$ cat config.mk
export PLATFORM = sky130hd
export DESIGN_NAME = rtcf_irq
export DESIGN_NICKNAME = d
export VERILOG_FILES = /design/src/design/rtcf_pkg.sv /design/src/design/rtcf_irq.sv
export VERILOG_INCLUDE_DIRS = /design/src /design/src/design
export SDC_FILE = /design/constraint.sdc
export NUM_CORES = 1
export LEC_CHECK = 0
export BUFFER_PORTS_ARGS = -buffer_cell sky130_fd_sc_hd__clkbuf_2
export CAP_MARGIN = 40
export CORE_MARGIN = 2
export CORE_UTILIZATION = 45
export DETAILED_ROUTE_END_ITERATION = 8
export GPL_TIMING_DRIVEN = 0
export PLACE_DENSITY = 0.71
export SLEW_MARGIN = 30
export SYNTH_ARGS = -nofsm -noshare
export SYNTH_HDL_FRONTEND = slang
export SYNTH_SLANG_ARGS = --single-unit
$ cat constraint.sdc
create_clock -name clock -period 3.2 [get_ports clock]
set_clock_uncertainty 0.15 [all_clocks]
set_input_delay 0 -clock clock [delete_from_list [all_inputs] [get_ports clock]]
set_output_delay 0 -clock clock [all_outputs]
set_load 0.02 [all_outputs]
$ cat src/design/rtcf_cfg.svh
`ifndef RTCF_CFG_SVH
`define RTCF_CFG_SVH
// Function
// - countdown flag set per period, software clears
// - countdown irq pulse or level, gated enable
// - countdown read returns live counter
// - minsec and alarm flags sticky until written
// - flag write ANDs value into flags
// - control-2 bit layout fixed
// - single active-low interrupt output
// - correction pulse lasts 1/128 second
// - alarm irq follows alarm flag level
// - sources wired-OR onto one output
// - minsec pulse from 128 Hz, 1/64 s
// - clearing minsec flag ends pulse
// - level mode minsec removed by enables/flag
// - countdown pulse width per source and reload
// - clearing countdown flag ends pulse
// - level mode timer interrupt enable clear removes irq
// - correction cut bit ends correction pulse
// - reload zero halts countdown
// - at one: flag, reload, continue
// - source select 4096/64/1/minute
`define RTCF_ADDR_CTRL2 8'h01
`define RTCF_ADDR_TMRCTL 8'h0E
`define RTCF_ADDR_COUNT 8'h0F
`define RTCF_ADDR_CTRL1 8'h00
`define RTCF_B_MI 7
`define RTCF_B_SI 6
`define RTCF_B_MSF 5
`define RTCF_B_TP 4
`define RTCF_B_AF 3
`define RTCF_B_TF 2
`define RTCF_B_AIE 1
`define RTCF_B_TIE 0
`define RTCF_B_TE 3
`define RTCF_B_CUT 5
`define RTCF_F_SRC 1:0
`define RTCF_CTRL2_RST 8'h00
`define RTCF_TMRCTL_RST 8'h73
`define RTCF_TMRCTL_MASK 8'h7B
`define RTCF_SRC_4K 2'h0
`define RTCF_SRC_64 2'h1
`define RTCF_SRC_1HZ 2'h2
`define RTCF_SRC_MIN 2'h3
`define RTCF_W64 9'h002
`define RTCF_W128 9'h001
`define RTCF_W4K_HALF 9'h001
`define RTCF_W4K 9'h001
`define RTCF_CNT_ZERO 8'h00
`define RTCF_CNT_ONE 8'h01
`endif

$ cat src/design/rtcf_pkg.sv
package rtcf_pkg;
  typedef struct packed {
    logic tick_4k;
    logic tick_8k;
    logic tick_64;
    logic tick_128;
    logic tick_1hz;
    logic tick_min;
  } rtcf_ticks_t;
  typedef struct packed {
    logic wr;
    logic rd;
    logic [7:0] addr;
    logic [7:0] wdata;
  } rtcf_bus_t;
  typedef enum logic [1:0] {
    RTCF_IDLE,
    RTCF_HI,
    RTCF_LO
  } rtcf_pstate_t;
endpackage : rtcf_pkg

$ cat src/design/rtcf_irq.sv
`timescale 1ns/100ps
`include "rtcf_cfg.svh"
module rtcf_irq import rtcf_pkg::*; (
  input wire logic clock,
  input wire logic srst,
  input wire rtcf_bus_t bus,
  input wire rtcf_ticks_t ticks,
  input wire logic minsec_event,
  input wire logic alarm_event,
  input wire logic corr_event,
  input wire logic corr_active,
  output logic [7:0] rdata,
  output logic irq_n
);

  ////////////////////////////////////////////////////////////////////////////
  function automatic logic wr_to(input rtcf_bus_t b, input logic [7:0] a);
    wr_to = b.wr && (b.addr == a);
  endfunction : wr_to

  function automatic logic src_tick(input rtcf_ticks_t t, input logic [1:0] s);
    case (s)
      `RTCF_SRC_4K: src_tick = t.tick_4k;
      `RTCF_SRC_64: src_tick = t.tick_64;
      `RTCF_SRC_1HZ: src_tick = t.tick_1hz;
      default: src_tick = t.tick_min;
    endcase
  endfunction : src_tick

  logic [7:0] ctrl2_reg, ctrl2_next;
  logic [7:0] tmrctl_reg, tmrctl_next;
  logic [7:0] reload_reg, reload_next;
  logic [7:0] count_reg, count_next;
  logic expire;
  logic wr2, wrt, wrc, wr1;

  ////////////////////////////////////////////////////////////////////////////
  always_comb begin
    wr2 = wr_to(bus, `RTCF_ADDR_CTRL2);
    wrt = wr_to(bus, `RTCF_ADDR_TMRCTL);
    wrc = wr_to(bus, `RTCF_ADDR_COUNT);
    wr1 = wr_to(bus, `RTCF_ADDR_CTRL1);
    tmrctl_next = wrt ? (bus.wdata & `RTCF_TMRCTL_MASK) : tmrctl_reg;
    reload_next = wrc ? bus.wdata : reload_reg;
    count_next = count_reg;
    expire = 1'b0;
    if (wrc) begin
      count_next = bus.wdata;
    end else if (tmrctl_reg[`RTCF_B_TE] && reload_reg != `RTCF_CNT_ZERO &&
        src_tick(ticks, tmrctl_reg[`RTCF_F_SRC])) begin
      if (count_reg <= `RTCF_CNT_ONE) begin
        expire = 1'b1;
        count_next = reload_reg;
      end else begin
        count_next = count_reg - 8'h01;
      end
    end
    ctrl2_next = ctrl2_reg;
    if (wr2) begin
      ctrl2_next = bus.wdata;
      // flags take the AND of old and written values
      ctrl2_next[`RTCF_B_MSF] = ctrl2_reg[`RTCF_B_MSF] & bus.wdata[`RTCF_B_MSF];
      ctrl2_next[`RTCF_B_AF] = ctrl2_reg[`RTCF_B_AF] & bus.wdata[`RTCF_B_AF];
      ctrl2_next[`RTCF_B_TF] = ctrl2_reg[`RTCF_B_TF] & bus.wdata[`RTCF_B_TF];
    end
    // set wins over a clearing write in the same cycle
    if (minsec_event) ctrl2_next[`RTCF_B_MSF] = 1'b1;
    if (alarm_event) ctrl2_next[`RTCF_B_AF] = 1'b1;
    if (expire) ctrl2_next[`RTCF_B_TF] = 1'b1;
  end

  always_ff @(posedge clock) begin
    if (srst) begin
      ctrl2_reg <= `RTCF_CTRL2_RST;
      tmrctl_reg <= `RTCF_TMRCTL_RST;
      reload_reg <= `RTCF_CNT_ZERO;
      count_reg <= `RTCF_CNT_ZERO;
    end else begin
      ctrl2_reg <= ctrl2_next;
      tmrctl_reg <= tmrctl_next;
      reload_reg <= reload_next;
      count_reg <= count_next;
    end
  end

  ////////////////////////////////////////////////////////////////////////////
  // pulse widths counted in 128 Hz ticks; 4 kHz widths in 8 kHz ticks
  logic [8:0] ms_cnt_reg, ms_cnt_next;
  logic [8:0] tf_cnt_reg, tf_cnt_next;
  logic [8:0] co_cnt_reg, co_cnt_next;
  logic tf_fast_reg, tf_fast_next;
  logic minsec_en, ms_on, tf_on, co_on, al_on;
  logic tf_step;
  logic irq_n_next;
  logic [7:0] rdata_next;

  always_comb begin
    minsec_en = ctrl2_reg[`RTCF_B_MI] | ctrl2_reg[`RTCF_B_SI];
    ms_cnt_next = ms_cnt_reg;
    if (minsec_event && minsec_en) begin
      ms_cnt_next = `RTCF_W64;
    end else if (!ctrl2_next[`RTCF_B_MSF]) begin
      ms_cnt_next = 9'h000;
    end else if (ms_cnt_reg != 9'h000 && ticks.tick_128) begin
      ms_cnt_next = ms_cnt_reg - 9'h001;
    end
    tf_fast_next = tf_fast_reg;
    tf_cnt_next = tf_cnt_reg;
    tf_step = tf_fast_reg ? ticks.tick_8k : ticks.tick_128;
    if (expire) begin
      case (tmrctl_reg[`RTCF_F_SRC])
        `RTCF_SRC_4K: begin
          tf_fast_next = 1'b1;
          tf_cnt_next = (reload_reg == `RTCF_CNT_ONE) ? `RTCF_W4K_HALF : `RTCF_W4K + 9'h001;
        end
        `RTCF_SRC_64: begin
          tf_fast_next = 1'b0;
          tf_cnt_next = (reload_reg == `RTCF_CNT_ONE) ? `RTCF_W128 : `RTCF_W64;
        end
        default: begin
          tf_fast_next = 1'b0;
          tf_cnt_next = `RTCF_W64;
        end
      endcase
    end else if (!ctrl2_next[`RTCF_B_TF]) begin
      tf_cnt_next = 9'h000;
    end else if (tf_cnt_reg != 9'h000 && tf_step) begin
      tf_cnt_next = tf_cnt_reg - 9'h001;
    end
    co_cnt_next = co_cnt_reg;
    if (corr_event) begin
      co_cnt_next = `RTCF_W128;
    end else if (wr1 && bus.wdata[`RTCF_B_CUT]) begin
      co_cnt_next = 9'h000;
    end else if (co_cnt_reg != 9'h000 && ticks.tick_128) begin
      co_cnt_next = co_cnt_reg - 9'h001;
    end
    if (ctrl2_next[`RTCF_B_TP]) begin
      ms_on = ms_cnt_next != 9'h000;
      tf_on = ctrl2_next[`RTCF_B_TIE] && tf_cnt_next != 9'h000;
    end else begin
      ms_on = minsec_en && ctrl2_next[`RTCF_B_MSF];
      tf_on = ctrl2_next[`RTCF_B_TIE] && ctrl2_next[`RTCF_B_TF];
    end
    al_on = ctrl2_next[`RTCF_B_AIE] && ctrl2_next[`RTCF_B_AF];
    co_on = (co_cnt_next != 9'h000) && corr_active;
    irq_n_next = ~(ms_on | tf_on | al_on | co_on);
    rdata_next = rdata;
    if (bus.rd) begin
      case (bus.addr)
        `RTCF_ADDR_CTRL2: rdata_next = ctrl2_reg;
        `RTCF_ADDR_TMRCTL: rdata_next = tmrctl_reg;
        `RTCF_ADDR_COUNT: rdata_next = count_reg;
        default: rdata_next = 8'h00;
      endcase
    end
  end

  always_ff @(posedge clock) begin
    if (srst) begin
      ms_cnt_reg <= 9'h000;
      tf_cnt_reg <= 9'h000;
      co_cnt_reg <= 9'h000;
      tf_fast_reg <= 1'b0;
      irq_n <= 1'b1;
      rdata <= 8'h00;
    end else begin
      ms_cnt_reg <= ms_cnt_next;
      tf_cnt_reg <= tf_cnt_next;
      co_cnt_reg <= co_cnt_next;
      tf_fast_reg <= tf_fast_next;
      irq_n <= irq_n_next;
      rdata <= rdata_next;
    end
  end

endmodule : rtcf_irq

# After elaboration in Yosys (flattened, before gate mapping)
# Cells that the tools add are included.
[totals] ff_bits=67 latch_bits=0 ramBits=0 romBits=0 inputBits=30 out_inout_bits=9 elab_cells=85 mem_count=0
[op_classes] n_addsub=4 multipliers=0 n_div=0 magnitude_cmp=1 n_eq_ne=6 shift=0 mux=28 bitwise_logic=8 reduce_logical=27
[op_table] operator="9-bit 2-to-1 mux" n=9
[op_table] operator="9-bit nonzero test" n=6
[op_table] operator="9-bit by 1-bit subtractor with 9-bit output, second input constant" n=3
[op_table] operator="8-bit 2-to-1 mux" n=3
[op_table] operator="8-bit case mux with 3 select lines" n=1
[op_table] operator="8-bit by 1-bit equality test with 1-bit output, second input constant" n=2
[op_table] operator="8-bit by 4-bit equality test with 1-bit output, second input constant" n=2
[op_table] operator="1-bit logical AND" n=16
[op_table] operator="1-bit 2-to-1 mux" n=11
[op_table] operator="8-bit by 1-bit <= comparator with 1-bit output, second input constant" n=1
[op_table] operator="8-bit logical NOT" n=1
[op_table] operator="8-bit nonzero test" n=1
[op_table] operator="8-bit by 1-bit subtractor with 8-bit output, second input constant" n=1
[op_table] operator="6-bit 2-to-1 mux" n=1
[op_table] operator="2-bit 2-to-1 mux" n=2
[op_table] operator="1-bit OR" n=4
[op_table] operator="1-bit bitwise AND" n=3
[op_table] operator="1-bit case mux with 3 select lines" n=1
[op_table] operator="2-bit by 1-bit equality test with 1-bit output, second input constant" n=1
[op_table] operator="2-bit equality test, second input constant" n=1
[op_table] operator="2-bit logical NOT" n=1
[op_table] operator="2-bit nonzero test" n=1
[op_table] operator="2-bit OR reduction" n=1
[op_table] operator="1-bit inverter" n=1

# Depth between registers and ports, before layout
# Gate-level depths: netlist of run 1.
[depth] ltp_word=16 depth_mapped=11 ltp_nobuf=9

# Worst setup path before layout of run 1
# Ideal clock, no wire load.
[synth_path] path_type="register -> register" from="reg ms_cnt_reg[0]" to="reg irq_n" setup_time_ps=60 arrival_time_ps=2532 required_time_ps=2990 slack_ps=457 stages_incl_launch_ff=11 path_buffers=1 synth_period_minus_slack_ps=2743 path_cell_list="dfxtp_1 -> inv_1 -> ha_1 -> or3b_1 -> clkbuf_1 -> or4_1 -> a211oi_1 -> o2111a_1 -> o221ai_2 -> o41ai_2 -> a41o_1"
[synth_via] elab_chain_cells=11 elab_cells_between_ends=12 classes_between="1 x add/sub; 4 x mux; 4 x bitwise; 3 x reduce/logical"
[synth_lines] element="from (decl)" line="rtcf_irq.sv:88" text="logic [8:0] ms_cnt_reg, ms_cnt_next;"
[synth_lines] element="from (signal assigned)" line="rtcf_irq.sv:168" text="ms_cnt_reg <= ms_cnt_next;"
[synth_lines] element="branches (longest 2 deep; another with 9-bit by 1-bit subtractor with 9-bit output)"
[synth_lines] element="9-bit 2-to-1 mux *" line="rtcf_irq.sv:104" text="end else if (ms_cnt_reg != 9'h000 && ticks.tick_128) begin"
[synth_lines] element="9-bit 2-to-1 mux *" line="rtcf_irq.sv:102" text="end else if (!ctrl2_next[`RTCF_B_MSF]) begin"
[synth_lines] element="9-bit 2-to-1 mux *" line="rtcf_irq.sv:100" text="if (minsec_event && minsec_en) begin"
[synth_lines] element="9-bit nonzero test *" line="rtcf_irq.sv:139" text="ms_on = ms_cnt_next != 9'h000;"
[synth_lines] element="1-bit 2-to-1 mux *" line="rtcf_irq.sv:138" text="if (ctrl2_next[`RTCF_B_TP]) begin"
[synth_lines] element="1-bit OR * (3 in series)" line="rtcf_irq.sv:147" text="irq_n_next = ~(ms_on | tf_on | al_on | co_on);"
[synth_lines] element="1-bit inverter *" line="rtcf_irq.sv:147"
[synth_lines] element="to (signal assigned)" line="rtcf_irq.sv:172" text="irq_n <= irq_n_next;"
[synth_lines] element="to (decl)" line="rtcf_irq.sv:13" text="output logic irq_n"
# Mark *: on every way between the ends.
# A chain may end at the register's enable or synchronous reset.

# Worst setup path in the final report of run 1
# Ends and elaborated chain as after synthesis.

==> results_dict.tcl, run 1 <==
set metrics [dict create \
    outcome "completed" \
    num_vias 3537 \
    synthFlopType "dfxtp_1" \
    grtUsageTotal 0.229 \
    setup_viol_count_final 0 \
    multi_input_area_um2 2040 \
    period_minus_slack_ns 3.01 \
    rows 32 \
    initial_core_util 0.462 \
    fmax_mhz 332 \
    clock_path_buffers 2 \
    gp_congestion 0.859 \
    worst_ep_arrival_time_ns 3.16 \
    fin_nets 542 \
    grt_max_degree 13 \
    cts-root-buf "clkbuf_8" \
    final_cell_mix "dfxtp_1, nor2_1, a21oi_1" \
    fin_ws_ns 0.191 \
    drt-wirelength-per-cell_um 15.2 \
    gr-usage-met1 0.284 \
    grt_setup_unrepaired "no" \
    synth_top_family_by_area "simple AND/OR/NAND/NOR gates" \
    die_h_um 92.6 \
    p_per_area_nw_per_um2 510 \
    cts_tree "yes" \
    via_per_inst 5.76 \
    syn_inst 438 \
    reg2reg_depth 10 \
    antennaDiodeCount 0 \
    final-seq-area_um2 1340 \
    yosys_warnings 0 \
    route.detailed.drc 0 \
    area_growth_pct 20.1 \
    hpwl_um 6640 \
    top_usage_layer "met2" \
    async_reset_ff_frac 0 \
    die_w_um 92.6 \
    yosys.area_share.simple 0.245 \
    cts_buffers 9 \
    required_ns 3.35 \
    hold_depth 3 \
    syn-num-nets 473 \
    dieArea_um2 8570 \
    crit_type "flop to flop" \
    synth_cell_types 60 \
    worst_pin_slew_ns 0.733 \
    drtIter0Drc 182 \
    gr-usage-met2 0.385 \
    synth_edf_count 0 \
    cp-end-kind "flop" \
    grt_pass1_vias 3350 \
    io_pins 39 \
    synth_top_area_cell "dfxtp_1" \
    synth_fa_ha_area_frac 0.0177 \
    portBuffers 38 \
    min_period_over_period 0.940 \
    core_area_um2 7650 \
    finalMaxSlewViolations 0 \
    drive_above_1_share 0.131 \
    hold_class "primary input to flop" \
    clk_latency_ns 0.36 \
    synth_area_um2 3530 \
    grtUsageMet3 0.0423 \
    postRouteAntennaNets 0 \
    synth.top_cell.area_share 0.380 \
    grt_remaining_overflow 0 \
    num-fill-cells 730 \
    critPathMaxFanout 7 \
    netlist_top_cells_area "dfxtp_1, a21oi_1, nor2_1" \
    synthXorXnorAreaFrac 0.0422 \
    drt_wl_total_um 9320 \
    syn_avg_cell_area_um2 8.06 \
    synthMuxAreaShare 0.0266 \
    max_cap_violations 0 \
    path_clk_slew_ns 0.08 \
    drt-pass1-iter-count 4 \
    cts_sinks 67 \
    tns_ns 0 \
    synth-compound-area-share 0.244 \
    dp_slack_ns 0.0718 \
    peakVddDrop_mv 0.216 \
    antenna_found_initial 0 \
    startpoint_type "flop" \
    ys_ff_latch 67 \
    grt_pass1_wl_um 15500 \
    hold_viol_final 0 \
    slew_headroom 0.507 \
    htree_num_levels 3 \
    postCtsSetupRepairBufs 0 \
    final_common_cell "dfxtp_1" \
    ys_seq_area_frac 0.380 \
    p_leak_uw 0.00161 \
]
## final cells by class
class                   instances  area share
clock buffers                   9      0.0292
plain buffers                  26      0.0242
repair buffers                 58      0.0908
flip-flops and latches         67       0.316
well taps                     102      0.0301
inverters                      15      0.0133
multi-input cells             330       0.480
clock inverters                 7      0.0162
## path summary, 6_finish.rpt
check | startpoint | endpoint | slack (ns)
setup / recovery | ms_cnt_reg[0] | irq_n | 0.19
hold / removal | srst | ctrl2_reg[2] | 0.07
setup reg to reg | ms_cnt_reg[0] | irq_n | 0.19
hold reg to reg | ms_cnt_reg[8] | ms_cnt_reg[8] | 0.31
## metal layers
| metal | part of all wire | wire length (um) |
|---|---|---|
| met4 | 0.019 | 179 |
| met5 | 0 | 0 |
| met3 | 0.058 | 541 |
| met2 | 0.47 | 4410 |
| met1 | 0.45 | 4190 |
## metrics by stage
stage | power (uW) | hold WS, ns | std cells | utilization | area (um^2)
6_report | 2170 | 0.0714 | 614 | 0.555 | 4240
2_1_floorplan | 1330 | -0.0326 | 438 | - | 3530
5_1_grt | 2280 | 0.129 | 614 | 0.555 | 4240
3_5_place_dp | 1440 | 0.124 | 578 | 0.503 | 3850
4_1_cts | 2160 | 0.0632 | 613 | 0.554 | 4230
3_3_place_gp | 1430 | 0.116 | 578 | 0.503 | 3850
## report_power, final
group / total (uW) / switching, uW / leakage, uW / internal, uW
clock network: 715 / 358 / 0.0000950 / 356
registers: 910 / 35.5 / 0.000542 / 874
logic: 541 / 301 / 0.000975 / 240
## Yosys cell counts (all sizes together) (2+ instances only)
cell	n
a31oi	2
o31ai	2
a211o	5
nor2b	14
o21bai	3
nand2b	4
a211oi	11
nand2	30
ha	5
or3	9
o21a	3
o41ai	2
a21oi	49
or3b	2
o211ai	4
nor2	60
mux2i	6
xor2	7
or2	4
o21ai	14
inv	15
nand3b	2
nand3	8
nor3b	2
o221ai	4
xnor2	10
or4	8
clkbuf	23
dfxtp	67
nor3	16
nand4	2
buf	3
nor4	8
a311oi	2
and3	2
a22o	14
## critical path, stage by stage (launching register included)
cell,delay [ns]
dfxtp_1,0.33
inv_1,0.13
ha_1,0.18
or3b_1,0.35
clkbuf_1,0.18
or4_1,0.46
a211oi_1,0.26
o2111a_1,0.24
o221ai_2,0.11
o41ai_2,0.34
a41o_1,0.22
## logic make-up (layout without fill, tap and decap cells)
group / count (synthesis) / in the layout
buffers and inverters: 41 / 115
and+or+nand+nor: 174 / 174
DFF: 67 / 67
adders and majority gates: 5 / 5
AOI/OAI and AO/OA: 126 / 126
xor gates and xnor gates: 17 / 17
muxes: 8 / 8
## repair_timing
action,4_1_cts,5_1_grt
setup endpoints to repair,0,1
hold buffers,19,0
gates resized for setup,0,1
endpoints found under the hold margin,43,0
Note: power is estimated with default switching activity, not from simulation.
==> run 2: changes to the inputs <==
- BUFFER_PORTS_ARGS: -buffer_cell sky130_fd_sc_hd__clkbuf_2 -> unset
- CORE_UTILIZATION: 45 -> 55
- DONT_BUFFER_PORTS: unset -> 1
- PLACE_DENSITY: 0.71 -> 0.77
- SLEW_MARGIN: 30 -> 20
==> run 2 against run 1 <==
  * Sequential share of layout area rose by 1.6 points
  * Clock-buffer cell count did not move
  * Highest routed layer unchanged
  * Critical path type unchanged
  * Routed wire length fell by 5.0%
  * Largest cell class unchanged
  * Critical endpoint unchanged
==> results_dict.tcl, run 2 (same netlist as run 1, synthesis figures left out) <==
set metrics [dict create \
    outcome "completed" \
    crit_end "irq_n" \
    drt_wl_total_um 8850 \
    clk_latency_ns 0.35 \
    drt-wirelength-per-cell_um 16.1 \
    slowest_stage "or4_4" \
    antennaDiodeCount 0 \
    cp-end-kind "flop" \
    portBuffers 0 \
    area_growth_pct 14.4 \
    finalMaxSlewViolations 0 \
    drive_above_1_share 0.0633 \
    gp_congestion 0.900 \
    drtIter0Drc 250 \
    htree_num_levels 3 \
    p_per_area_nw_per_um2 543 \
    grt_remaining_overflow 0 \
    min_period_over_period 0.937 \
    cp_slowest_stage_delay_ns 0.45 \
    path_clk_slew_ns 0.08 \
    worst_pin_slew_ns 0.690 \
    initial_core_util 0.563 \
    grt_max_degree 14 \
    peakVddDrop_mv 0.424 \
    final_common_cell "dfxtp_1" \
    cts_buffers 9 \
    hold_viol_final 0 \
    max_cap_violations 0 \
    required_ns 3.34 \
    route.detailed.drc 0 \
    p_leak_uw 0.00145 \
    period_minus_slack_ns 3.00 \
    io_pins 39 \
    reg2reg_depth 10 \
    dieArea_um2 7080 \
    antenna_found_initial 0 \
    reg2reg_from "ms_cnt_reg[0]" \
    core_area_um2 6280 \
    final_cell_mix "dfxtp_1, nor2_1, a21oi_1" \
    postRouteAntennaNets 0 \
    postPlaceCellArea_um2 3630 \
    path_delay_family "compound AO/OA/AOI/OAI gates" \
    grtUsageTotal 0.254 \
    worst_ep_arrival_time_ns 3.14 \
    finalPower_uw 2190 \
    cts-root-buf "clkbuf_8" \
    startpoint_type "flop" \
    crit_type "flop to flop" \
    grt_pass1_vias 3186 \
    postCtsSetupRepairBufs 0 \
    path_depth 10 \
    cts_tree "yes" \
    finish.instance_area_um2 4040 \
    r2r_setup_slack_ns 0.20 \
    clock_path_buffers 2 \
    cp_cell_sequence "inv_1 > ha_1 > or3b_1 > clkbuf_1 > or4_4 > a211oi_2 > o2111a_1 > o221ai_2 > o41ai_2 > a41o_1" \
    slew_headroom 0.536 \
    hpwl_um 6240 \
    die_w_um 84.1 \
    die_h_um 84.1 \
    hold_class "primary input to flop" \
    tns_ns 0 \
    grt_setup_unrepaired "no" \
    fin_nets 504 \
    via_per_inst 6.14 \
    r2r_end "irq_n" \
    fmax_mhz 334 \
    critPathMaxFanout 7 \
    cp_num_buf_inv 2 \
    setup_viol_count_final 0 \
    num_vias 3383 \
    crit_start "ms_cnt_reg[0]" \
    drt-pass1-iter-count 5 \
    cts_sinks 67 \
    grt_pass1_wl_um 14700 \
    rows 29 \
]
-- run 2: timing repair --
item,CTS,global route
resized for setup,0,3
hold buffers,20,0
setup endpoints to repair,0,1
endpoints found under the hold margin,47,0
-- run 2: per-layer routing --
metal,wire [um],part of all wire,track usage
met4,139,0.016,0.104
met3,593,0.067,0.0511
met2,4080,0.46,0.398
met1,4040,0.46,0.345
met5,0,0,0
-- run 2: report_power, final --
group / total (uW) / switching (uW) / internal [uW] / leakage (uW)
registers: 913 / 38.7 / 874 / 0.000542
logic: 554 / 304 / 250 / 0.000812
clock network: 725 / 361 / 364 / 0.000100
total: 2190 / 704 / 1490 / 0.00145
-- run 2: layout make-up --
cell class                      instances  area (um^2)
Fill cell                             527         2240
Multi-Input combinational cell        330         2050
Sequential cell                        67         1340
Timing Repair Buffer                   20          200
Clock buffer                            9          124
Buffer                                 26          103
Tap cell                               77         96.3
Clock inverter                          7         73.8
Inverter                               15         56.3
-- run 2: metrics by stage --
| stage | instances | setup slack, ns | utilization | hold slack, ns |
|---|---|---|---|---|
| 2_1_floorplan | 438 | 0.457 | - | -0.0326 |
| 3_3_place_gp | 515 | 0.111 | 0.578 | -0.0314 |
| 3_5_place_dp | 515 | 0.0692 | 0.578 | -0.0276 |
| 4_1_cts | 551 | 0.0378 | 0.641 | 0.00178 |
| 5_1_grt | 551 | 0.0211 | 0.644 | 0.0557 |
| 6_report | 551 | 0.203 | 0.644 | 0.0204 |
-- run 2: how the worst min path moves through the flow --
stage,start,endpoint,slack (ns),depth (start not counted)
3_3_place_gp,bus[6],tmrctl_reg[6],-0.03,1
5_1_grt,srst,co_cnt_reg[1],0.06,3
2_1_floorplan,corr_event,co_cnt_reg[0],-0.03,2
4_1_cts,srst,co_cnt_reg[5],0.002,3
3_5_place_dp,bus[4],tmrctl_reg[4],-0.03,1
6_report,srst,co_cnt_reg[5],0.02,3
-- run 2: tightest hold or removal path: stages --
cell	delay, ns
or3_1	0.08
clkbuf_1	0.32
nor2_1	0.09
